**src/hdl/scs_pkg.sv**
```systemverilog
package scs_pkg;
    // ------------------------------------------------------------
    // register map and fields
    // ------------------------------------------------------------
    localparam logic [11:0] OSC_CTL_ADDR = 12'hf86;
    localparam logic [11:0] OSC_STAT_ADDR = 12'hf8f;
    localparam logic [7:0] OSC_CTL_RESET = 8'ha0;
    localparam logic [7:0] UNLOCK_FIRST = 8'he7;
    localparam logic [7:0] UNLOCK_SECOND = 8'h18;
    localparam logic [7:0] CTL_WR_MASK = 8'hbf;
    localparam int B_RC_EN = 7;
    localparam int B_WDT_EN = 5;
    localparam int B_PRI_FEN = 4;
    localparam int B_WDT_FEN = 3;
    localparam int SEL_LSB = 0;
    localparam int SEL_W = 3;
    // ------------------------------------------------------------
    // source codes
    // ------------------------------------------------------------
    localparam logic [2:0] SRC_RC_FAST = 3'h0;
    localparam logic [2:0] SRC_RC_SLOW = 3'h1;
    localparam logic [2:0] SRC_WDT = 3'h3;
    localparam logic [2:0] SRC_EXT = 3'h4;
    // ------------------------------------------------------------
    // detector timing
    // ------------------------------------------------------------
    localparam int PRI_FAIL_HZ = 1000;
    localparam int WDT_NOM_HZ = 10000;
    localparam int PRI_FAIL_EDGES = WDT_NOM_HZ / PRI_FAIL_HZ;
    localparam int WDT_FAIL_CYCLES = 8004;
    localparam int WCNT_W = 14;
    localparam int PCNT_W = 4;
    // ------------------------------------------------------------
    // types
    // ------------------------------------------------------------
    typedef enum logic [2:0] {
        LK_LOCKED = 3'h1,
        LK_HALF = 3'h2,
        LK_OPEN = 3'h4
    } scs_lock_t;
    typedef struct packed {
        logic [11:0] addr;
        logic [7:0] wdata;
        logic wr;
        logic rd;
    } scs_bus_t;
endpackage : scs_pkg

```
**src/hdl/scs_top.sv**
```systemverilog
// Added by the designer: the strobed register port.
`timescale 1ns/1ps
`default_nettype none
module scs_top #(
    parameter int WDT_FAIL_CYCLES = scs_pkg::WDT_FAIL_CYCLES
) (
    input wire logic clk_sys_i,
    input wire logic resetn_i,
    input wire scs_pkg::scs_bus_t bus_i,
    input wire logic wdt_osc_i,
    input wire logic pri_osc_i,
    output logic [7:0] rdata_o,
    output logic [2:0] sys_src_o,
    output logic rc_en_o,
    output logic wdt_en_o,
    output logic pri_fail_evt_o,
    output logic wdt_fail_evt_o,
    output logic halted_o
);
    // ------------------------------------------------------------
    // decode
    // ------------------------------------------------------------
    function automatic logic sel_legal(input logic [2:0] s);
        sel_legal = (s == scs_pkg::SRC_RC_FAST) || (s == scs_pkg::SRC_RC_SLOW)
                 || (s == scs_pkg::SRC_WDT) || (s == scs_pkg::SRC_EXT);
    endfunction : sel_legal

    function automatic logic src_dead(input logic [2:0] s, input logic [7:0] c);
        src_dead = ((s == scs_pkg::SRC_RC_FAST || s == scs_pkg::SRC_RC_SLOW)
                    && !c[scs_pkg::B_RC_EN])
                || (s == scs_pkg::SRC_WDT && !c[scs_pkg::B_WDT_EN]);
    endfunction : src_dead

    scs_pkg::scs_lock_t lock_reg, lock_next;
    logic [7:0] ctl_reg, ctl_next;
    logic [7:0] rdata_reg, rdata_next;
    logic [2:0] src_reg, src_next;
    logic [2:0] legal_sel_reg;
    logic force_reg, force_next;
    logic wdt_dead_reg, wdt_dead_next;
    logic pri_seen_reg, pri_seen_next;
    logic halted_reg, halted_next;
    logic pri_evt_reg, wdt_evt_reg;
    logic [1:0] sync1_reg, sync2_reg, sync3_reg;
    logic [scs_pkg::WCNT_W-1:0] wcnt_reg, wcnt_next;
    logic [scs_pkg::PCNT_W-1:0] pcnt_reg, pcnt_next;

    wire ctl_hit = bus_i.addr == scs_pkg::OSC_CTL_ADDR;
    wire stat_hit = bus_i.addr == scs_pkg::OSC_STAT_ADDR;
    wire ctl_wr = bus_i.wr && ctl_hit;
    wire data_wr = ctl_wr && (lock_reg == scs_pkg::LK_OPEN);
    wire [7:0] ctl_wval = bus_i.wdata & scs_pkg::CTL_WR_MASK;
    wire [2:0] cur_sel = ctl_reg[scs_pkg::SEL_LSB +: scs_pkg::SEL_W];
    wire pri_fen = ctl_reg[scs_pkg::B_PRI_FEN];
    wire wdt_fen = ctl_reg[scs_pkg::B_WDT_FEN];
    wire wdt_on = ctl_reg[scs_pkg::B_WDT_EN];
    wire wdt_edge = sync2_reg[0] && !sync3_reg[0];
    wire pri_edge = sync2_reg[1] && !sync3_reg[1];

    // ------------------------------------------------------------
    // unlock sequencer
    // ------------------------------------------------------------
    // only control register writes move the sequencer; reads and other
    // addresses leave it where it is, so the pair may be split up
    always_comb begin
        lock_next = lock_reg;
        if (ctl_wr) begin
            unique case (lock_reg)
                scs_pkg::LK_LOCKED: begin
                    if (bus_i.wdata == scs_pkg::UNLOCK_FIRST) begin
                        lock_next = scs_pkg::LK_HALF;
                    end
                end
                scs_pkg::LK_HALF: begin
                    if (bus_i.wdata == scs_pkg::UNLOCK_SECOND) begin
                        lock_next = scs_pkg::LK_OPEN;
                    end else if (bus_i.wdata != scs_pkg::UNLOCK_FIRST) begin
                        lock_next = scs_pkg::LK_LOCKED;
                    end
                end
                scs_pkg::LK_OPEN: begin
                    lock_next = scs_pkg::LK_LOCKED;
                end
                default: begin
                    lock_next = scs_pkg::LK_LOCKED;
                end
            endcase
        end
    end

    // ------------------------------------------------------------
    // control register
    // ------------------------------------------------------------
    // stored bits change only on the write that follows the unlock pair;
    // a new select write also loads the rc enable from the same byte
    always_comb begin
        ctl_next = ctl_reg;
        if (data_wr) begin
            ctl_next = ctl_wval;
        end
    end

    // ------------------------------------------------------------
    // watchdog oscillator failure detector
    // ------------------------------------------------------------
    // counts system cycles between watchdog edges; a very slow system
    // clock makes this detection slow as well
    localparam int WCNT_W = scs_pkg::WCNT_W;
    always_comb begin
        wcnt_next = wcnt_reg;
        wdt_dead_next = wdt_dead_reg;
        if (!wdt_fen || wdt_edge || wdt_dead_reg) begin
            wcnt_next = '0;
        end else if (wcnt_reg == WCNT_W'(WDT_FAIL_CYCLES - 1)) begin
            wcnt_next = '0;
            wdt_dead_next = 1'b1;
        end else begin
            wcnt_next = wcnt_reg + WCNT_W'(1);
        end
    end

    // ------------------------------------------------------------
    // primary oscillator failure detector
    // ------------------------------------------------------------
    // the watchdog oscillator is the reference: ten of its edges with no
    // primary edge means the primary runs below the threshold
    localparam int PCNT_W = scs_pkg::PCNT_W;
    wire pri_armed = pri_fen && !wdt_dead_reg;
    wire pri_trip = pri_armed && wdt_edge && !pri_edge
                 && pcnt_reg == PCNT_W'(scs_pkg::PRI_FAIL_EDGES - 1);
    always_comb begin
        pcnt_next = pcnt_reg;
        pri_seen_next = pri_seen_reg && pri_fen;
        if (!pri_armed || pri_edge) begin
            pcnt_next = '0;
        end else if (pri_trip) begin
            pcnt_next = '0;
            pri_seen_next = 1'b1;
        end else if (wdt_edge) begin
            pcnt_next = pcnt_reg + PCNT_W'(1);
        end
    end
    wire pri_event = pri_trip && !pri_seen_reg;

    // ------------------------------------------------------------
    // fallback and source steering
    // ------------------------------------------------------------
    // fallback holds until software writes the register again
    wire fall_ok = cur_sel != scs_pkg::SRC_WDT && wdt_on;
    always_comb begin
        force_next = force_reg;
        if (data_wr) begin
            force_next = 1'b0;
        end
        if (pri_event && fall_ok) begin
            force_next = 1'b1;
        end
    end

    // a reserved select code keeps the last legal source running
    wire [2:0] sel_eff = sel_legal(cur_sel) ? cur_sel : legal_sel_reg;
    assign src_next = force_reg ? scs_pkg::SRC_WDT : sel_eff;

    // a dead source with nothing to fall back to stops the chip; only
    // the power-on reset clears this
    assign halted_next = halted_reg
                      || (src_dead(src_reg, ctl_reg) && !force_reg);

    // ------------------------------------------------------------
    // read port
    // ------------------------------------------------------------
    wire [7:0] stat_word = {1'b0, halted_reg, pri_seen_reg, wdt_dead_reg,
                            force_reg, lock_reg};
    always_comb begin
        rdata_next = rdata_reg;
        if (bus_i.rd) begin
            rdata_next = '0;
            if (ctl_hit) begin
                rdata_next = ctl_reg & scs_pkg::CTL_WR_MASK;
            end else if (stat_hit) begin
                rdata_next = stat_word;
            end
        end else begin
            rdata_next = '0;
        end
    end

    // ------------------------------------------------------------
    // pin synchronisers
    // ------------------------------------------------------------
    // bit 0 watchdog oscillator, bit 1 primary oscillator
    always_ff @(posedge clk_sys_i or negedge resetn_i) begin
        if (!resetn_i) begin
            sync1_reg <= '0;
            sync2_reg <= '0;
            sync3_reg <= '0;
        end else begin
            sync1_reg <= {pri_osc_i, wdt_osc_i};
            sync2_reg <= sync1_reg;
            sync3_reg <= sync2_reg;
        end
    end

    // ------------------------------------------------------------
    // state registers
    // ------------------------------------------------------------
    always_ff @(posedge clk_sys_i or negedge resetn_i) begin
        if (!resetn_i) begin
            lock_reg <= scs_pkg::LK_LOCKED;
            ctl_reg <= scs_pkg::OSC_CTL_RESET;
            rdata_reg <= '0;
            legal_sel_reg <= scs_pkg::SRC_RC_FAST;
            src_reg <= scs_pkg::SRC_RC_FAST;
            force_reg <= 1'b0;
            halted_reg <= 1'b0;
        end else begin
            lock_reg <= lock_next;
            ctl_reg <= ctl_next;
            rdata_reg <= rdata_next;
            legal_sel_reg <= sel_eff;
            src_reg <= src_next;
            force_reg <= force_next;
            halted_reg <= halted_next;
        end
    end

    // detector state and one-cycle failure events
    always_ff @(posedge clk_sys_i or negedge resetn_i) begin
        if (!resetn_i) begin
            wcnt_reg <= '0;
            pcnt_reg <= '0;
            wdt_dead_reg <= 1'b0;
            pri_seen_reg <= 1'b0;
            pri_evt_reg <= 1'b0;
            wdt_evt_reg <= 1'b0;
        end else begin
            wcnt_reg <= wcnt_next;
            pcnt_reg <= pcnt_next;
            wdt_dead_reg <= wdt_dead_next;
            pri_seen_reg <= pri_seen_next;
            pri_evt_reg <= pri_event;
            wdt_evt_reg <= wdt_dead_next && !wdt_dead_reg;
        end
    end

    // ------------------------------------------------------------
    // outputs
    // ------------------------------------------------------------
    assign rdata_o = rdata_reg;
    assign sys_src_o = src_reg;
    assign rc_en_o = ctl_reg[scs_pkg::B_RC_EN];
    assign wdt_en_o = ctl_reg[scs_pkg::B_WDT_EN];
    assign pri_fail_evt_o = pri_evt_reg;
    assign wdt_fail_evt_o = wdt_evt_reg;
    assign halted_o = halted_reg;
endmodule : scs_top
`default_nettype wire

```
**config.mk**
```make
export PLATFORM = sky130hd
export DESIGN_NAME = scs_top
export DESIGN_NICKNAME = d
export VERILOG_FILES = /design/src/hdl/scs_pkg.sv /design/src/hdl/scs_top.sv
export SDC_FILE = /design/constraint.sdc
export NUM_CORES = 1
export LEC_CHECK = 0
export BUFFER_PORTS_ARGS = -buffer_cell sky130_fd_sc_hd__buf_2
export CAP_MARGIN = 0
export CORE_MARGIN = 5
export CORE_UTILIZATION = 30
export DETAILED_ROUTE_END_ITERATION = 8
export SLEW_MARGIN = 10
export SYNTH_ARGS = -nofsm -noshare
export SYNTH_HDL_FRONTEND = slang
export SYNTH_SLANG_ARGS = --single-unit
```
**constraint.sdc**
```tcl
create_clock -name clk_sys_i -period 1.71 [get_ports clk_sys_i]
set_input_delay 0.0855 -clock clk_sys_i [delete_from_list [all_inputs] [get_ports clk_sys_i]]
set_output_delay 0.0855 -clock clk_sys_i [all_outputs]
set_load 0.03 [all_outputs]
```
==> results of run 1 <==
cell families after synthesis:
group,Yosys count
AO/OA/AOI/OAI,25
adder cells (fa/ha/maj),3
XOR/XNOR,12
flip-flops,54
AND/OR/NAND/NOR,97
buffers and inverters,10
multiplexers,9
through the flow:
| stage | setup TNS (ps) | instances | power, W |
|---|---|---|---|
| after floorplan | 0 | 210 | 0.001332 |
| after global placement | 0 | 363 | 0.001400 |
| after detailed placement | -103.6 | 363 | 0.001402 |
| after CTS | 0 | 375 | 0.002252 |
| after global routing | -484.6 | 376 | 0.002314 |
| final | 0 | 376 | 0.002224 |
path summary, 6_finish.rpt:
check	endpoint	slack, ps	cells after the start
max	wcnt_reg[12]	10	4
min	ctl_reg[3]	20	2
max reg2reg	wcnt_reg[12]	10	4
min reg2reg	sync2_reg[1]	360	0
max in group asynchronous	pcnt_reg[1]	920	3
min in group asynchronous	wcnt_reg[9]	250	2
layout by cell type, fill, tap and decap left out, types with 6 or more instances in the layout:
| master | n |
|---|---|
| a22oi_1 | 6 |
| buf_2 | 41 |
| nor3_1 | 7 |
| nand3_1 | 9 |
| mux2_1 | 7 |
| o21ai_0 | 6 |
| xnor2_1 | 9 |
| nor2_1 | 27 |
| dfrtp_1 | 51 |
| nand2_1 | 9 |
| inv_1 | 7 |
| buf_4 | 14 |
power by group through the flow:
stage / Combinational, W / Sequential, W / Clock (W)
final: 0.0000921 / 0.00129 / 0.000844
after global routing: 0.000107 / 0.00129 / 0.000919
after CTS: 0.0000951 / 0.00129 / 0.000869
after detailed placement: 0.0000899 / 0.00131 / 0
after global placement: 0.0000880 / 0.00131 / 0
after floorplan: 0.0000207 / 0.00131 / 0
cell type report:
type,count,share of cell area
multi-input combinational,147,0.3340
clock inverter,3,0.01362
timing repair buffer,58,0.1157
inverter,7,0.008936
tap,102,0.04340
clock buffer,5,0.02340
sequential,54,0.4609
routing by layer:
| metal | up-vias | part of all wire | GRT usage |
|---|---|---|---|
| li1 | 866 | - | - |
| met4 | 2 | 0.018 | 0.04097 |
| met1 | 816 | 0.46 | 0.1390 |
| met5 | - | 0.0016 | 0 |
| met3 | 9 | 0.050 | 0.02902 |
| met2 | 29 | 0.47 | 0.1674 |
repair_timing:
| action | 4_1_cts | 5_1_grt |
|---|---|---|
| endpoints found under the hold margin | 17 | 0 |
| pin swaps | 0 | 5 |
| setup endpoints to repair | 13 | 15 |
| gates cloned | 1 | 0 |
| resized for setup | 1 | 5 |
| setup buffers | 0 | 1 |
| hold buffers | 3 | 0 |
==> impl_metrics.yaml, run 1 <==
pwr:
  seqPwrFrac: 0.579
  p_sw_w: 0.0004690
  p_leak_nw: 1.357
  pwr-share-clk: 0.380
  switching_share: 0.2109
  intPower_w: 0.001755
  ir_drop_mv: 0.5022
  power_density_nw_per_um2: 756.3
  p_comb_frac: 0.041
grt:
  grt_max_degree: 22
  overflow: 0
  grt_usage: 0.1061
  grt_pass1_wl_um: 8280
  grt_pass1_vias: 1729
  antenna_found_initial: 1
worst_setup_path:
  cpLargestDelayFamily: "simple AND/OR/NAND/NOR gates"
  startpoint: "wcnt_reg[5]"
  path_class: "register to register"
  crit_chain: "or4_1, or4_4, nand2b_4, nor2_1"
  cpPeakStageDelay_ps: 520
  worstPathMaxFanout: 7
  worstSetupEndpointType: "register"
  crit_path_top_delay_cell: "or4_1"
  cp-start-kind: "register"
  cp_num_buf_inv: 0
  r2r-start: "wcnt_reg[5]"
  crit_required_ps: 1920
  cp_data_arrival_time_ps: 1900
synthesis:
  synthMuxAreaShare: 0.04242
  synth-xor-area-share: 0.04454
  synthCells: 210
  yosysTopAreaCell: "dfrtp_1"
  syn_area_per_cell_um2: 11.24
  ys_ff_latch: 54
  async_reset_ff_frac: 1.000
  synth-compound-area-share: 0.06946
  synthFlopType: "dfrtp_1"
  synth_top_family_by_area: "simple AND/OR/NAND/NOR gates"
  synth_top_area_frac: 0.5408
  synthesis.nets: 239
  ys_warn_count: 0
  mappedNetlistArea_um2: 2360
  ys_types: 45
  synth_edf_count: 0
  synth_fa_ha_area_frac: 0.01591
  yosys.area_share.simple: 0.2328
  synthTopCellsByCount: "51 x dfrtp_1, 32 x nor2_1, 9 x nand2_1, 9 x nand3_1, 9 x xnor2_1"
  synth.area.top_cells: "dfrtp_1 54%, nor2_1 5.1%, dfstp_2 3.3%, mux2_1 3.3%, xnor2_1 3.3%"
  synth_sequential_area_ratio: 0.5742
  synth.most_common_cell: "dfrtp_1"
sta:
  drv_slew: 0
  worst-slew-pin-transition_ps: 493.7
  holdWs_ps: 17.70
  setup-violations-final: 0
  hold_viol: 0
  finalCritPeriodShare: 0.9936
  rsz0062_at_grt: "true"
  finalCriticalPeriod_ps: 1699
  fmax_mhz: 588.6
  fin_worst_skew_ps: 3.464
  setup_ws_ps: 10.91
  slew_headroom: 0.6696
clock_network:
  root_buffer: "clkbuf_8"
  worstSkewPairLatency_ps: 310
  clock_sinks: 54
  cts_max_path_buffers: 2
  cts_tree: "yes"
  numCtsBuffers: 5
  clkTransAtPathRegs_ps: 90
  htree_levels: 2
floorplanning:
  start_util: 0.3070
  coreArea_um2: 7687
  rows: 32
  die_w_um: 98.69
  die_h_um: 98.69
  ioPinCount: 42
  dieArea_um2: 9740
run_status:
  status: "completed"
route:
  viasPerCell: 4.580
  routed_wl_um: 4905
  drc: 0
  firstDrtPassIters: 4
  num_vias: 1722
  wire_per_inst_um: 13.05
  ant_nets: 0
  drt_iter0_drc: 31
flow_run:
  maxCapViolCount: 0
hold_path:
  min_from: "bus_i[5]"
  min_path_type: "input pin to register"
finish:
  post-route-util: 0.3825
  fin_nets: 302
  register_area_um2: 1355
  final_cell_area_um2: 2940
  largest_register_ffs: 14
  syn_to_final_growth_pct: 24.60
  diodes: 0
  drive_gt1_frac: 0.2956
  multi_input_area_um2: 982.2
  fillers: 774
placed_design:
  placed_cell_area_um2: 2768
  hpwlAfterDp_um: 3675
  pre_cts_slack_ps: -14.78
  port_buffers: 41
  place_congestion: 0.7812
Power figures use the tool's default switching activity.
==> run 2, diff against run 1 <==
--- a/config.mk
+++ b/config.mk
@@ -10,6 +10,7 @@
 export CORE_MARGIN = 5
 export CORE_UTILIZATION = 30
 export DETAILED_ROUTE_END_ITERATION = 8
+export GPL_TIMING_DRIVEN = 0
 export SLEW_MARGIN = 10
 export SYNTH_ARGS = -nofsm -noshare
 export SYNTH_HDL_FRONTEND = slang
==> constraint.sdc (replaced) <==
create_clock -name clk_sys_i -period 1.8 [get_ports clk_sys_i]
set_input_delay 0.09 -clock clk_sys_i [delete_from_list [all_inputs] [get_ports clk_sys_i]]
set_output_delay 0.09 -clock clk_sys_i [all_outputs]
set_load 0.03 [all_outputs]
==> run 2 against run 1 <==
Net effect:
- sequential power down 5%
- global-route usage down 0.78 points
- critical path type unchanged
- final area down 2.0%
- final cell count down 1.9%
- register-to-register slack better by 20 ps
- combinational power down 10%
- highest routed layer unchanged
- power down 6.0%
- largest power group unchanged
- hold slack better by 16 ps
==> impl_metrics.yaml, run 2 (synthesized netlist as in run 1, its figures left out) <==
pwr:
  p_leak_nw: 1.297
  ir_drop_mv: 0.3691
  power_density_nw_per_um2: 725.3
finish:
  diodes: 0
  instances_no_fill: 369
  fin_nets: 295
  largest_register_ffs: 14
  drive_gt1_frac: 0.2622
  syn_to_final_growth_pct: 22.11
  multi_input_area_um2: 962.2
  register_area_um2: 1358
  layout_common_cells: "49 x dfrtp_1, 40 x buf_2, 32 x nor2_1"
  mostFrequentLayoutCell: "dfrtp_1"
  fillers: 771
sta:
  worst-slew-pin-transition_ps: 660.5
  fin_worst_skew_ps: 5.538
  hold_viol: 0
  slew_headroom: 0.5596
  setup-violations-final: 0
  rsz0062_at_grt: "true"
  drv_slew: 0
  setup_ws_ps: 28.56
  finalCriticalPeriod_ps: 1771
  fmax_mhz: 564.5
  finalCritPeriodShare: 0.9841
placed_design:
  pre_cts_slack_ps: -7.346
  port_buffers: 41
  hpwlAfterDp_um: 3280
  dp.cells: 353
  place_congestion: 0.7629
worst_setup_path:
  worstSetupEndpointType: "register"
  path_class: "register to register"
  cp-start-kind: "register"
  crit_required_ps: 2000
  cp_data_arrival_time_ps: 1970
  worstPathMaxFanout: 10
route:
  drc: 0
  viasPerCell: 4.713
  firstDrtPassIters: 4
  num_vias: 1739
  routed_wl_um: 4606
  wire_per_inst_um: 12.48
  drt_iter0_drc: 50
  ant_nets: 0
grt:
  overflow: 0
  grt_max_degree: 55
  grt_pass1_vias: 1661
  grt_usage: 0.09828
  grt_pass1_wl_um: 7879
  antenna_found_initial: 1
clock_network:
  worstSkewPairLatency_ps: 300
  numCtsBuffers: 5
  clock_sinks: 54
  cts_max_path_buffers: 2
  clkTransAtPathRegs_ps: 90
  htree_levels: 2
  cts_tree: "yes"
  root_buffer: "clkbuf_8"
floorplanning:
  start_util: 0.3070
  die_h_um: 98.69
  ioPinCount: 42
  die_w_um: 98.69
  rows: 32
  coreArea_um2: 7687
  dieArea_um2: 9740
hold_path:
  min_path_type: "input pin to register"
run_status:
  status: "completed"
flow_run:
  maxCapViolCount: 0
## run 2: cell count changes in the layout (fill, tap and decap cells not counted)
| cell | delta |
|---|---|
| clkbuf_1 | +3 |
| or4_1 | -1 |
| dfrtp_2 | +2 |
| nor2_1 | +5 |
| buf_4 | -7 |
| ha_1 | -1 |
| nand2b_4 | -1 |
| ha_2 | +1 |
| dfrtp_1 | -2 |
| or4_4 | +1 |
| buf_8 | +1 |
| buf_2 | -1 |
| nor2_2 | -5 |
| clkinv_2 | -2 |
## run 2: critical path, stage by stage, from the launching register on
cell      delay, ps
dfrtp_1         400
or4_4           530
or4_4           450
nand2b_4        110
buf_8           130
nor2_1           50
## run 2: layout make-up
| type | count | share of cell area |
|---|---|---|
| inverter | 7 | 0.009119 |
| sequential | 54 | 0.4711 |
| clock buffer | 7 | 0.02649 |
| clock inverter | 1 | 0.01042 |
| timing repair buffer | 49 | 0.09553 |
| multi-input combinational | 146 | 0.3339 |
| tap | 102 | 0.04429 |
| buffer | 3 | 0.009119 |
## run 2: power breakdown
group          internal (W)  switching, W  leakage [nW]
clock network      0.000416      0.000369        0.0524
logic             0.0000343     0.0000483         0.539
registers           0.00122    0.00000286         0.706
## run 2: path summary, 6_finish.rpt
path                              start           end  slack (ps)  depth (start not counted)
min in group asynchronous      resetn_i  wcnt_reg[11]         340                          2
setup reg to reg            wcnt_reg[5]  wcnt_reg[10]          30                          5
hold reg to reg            sync1_reg[1]  sync2_reg[1]         350                          0
max in group asynchronous      resetn_i   wcnt_reg[2]         990                          2
setup / recovery            wcnt_reg[5]  wcnt_reg[10]          30                          5
hold / removal                 bus_i[3]    ctl_reg[1]          30                          2
## run 2: stage by stage
| step | util | TNS, ps | power, W | hold slack [ps] | area [µm²] |
|---|---|---|---|---|---|
| floorplan | - | 0 | 0.001266 | -205.6 | 2360 |
| CTS | 0.3687 | 0 | 0.002127 | 22.96 | 2834 |
| global placement | 0.3503 | -12.09 | 0.001325 | 201.4 | 2693 |
| detailed placement | 0.3503 | -52.23 | 0.001327 | 201.0 | 2693 |
| finish | 0.3748 | 0 | 0.002090 | 34.01 | 2882 |
| global route | 0.3748 | -262.3 | 0.002185 | 26.49 | 2882 |
## run 2: routing by layer
| layer | wire [µm] | global-route usage | part of all wire |
|---|---|---|---|
| met4 | 38 | 0.02521 | 0.0083 |
| met3 | 259 | 0.02902 | 0.056 |
| met2 | 2140 | 0.1451 | 0.46 |
| met5 | 7 | 0 | 0.0015 |
| met1 | 2160 | 0.1413 | 0.47 |
## run 2: what timing repair did
item,4_1_cts,5_1_grt
cloned,0,0
gates resized for setup,0,5
setup endpoints to repair,10,11
hold endpoints to repair,2,51
hold buffers,2,1
buffers inserted,2,3
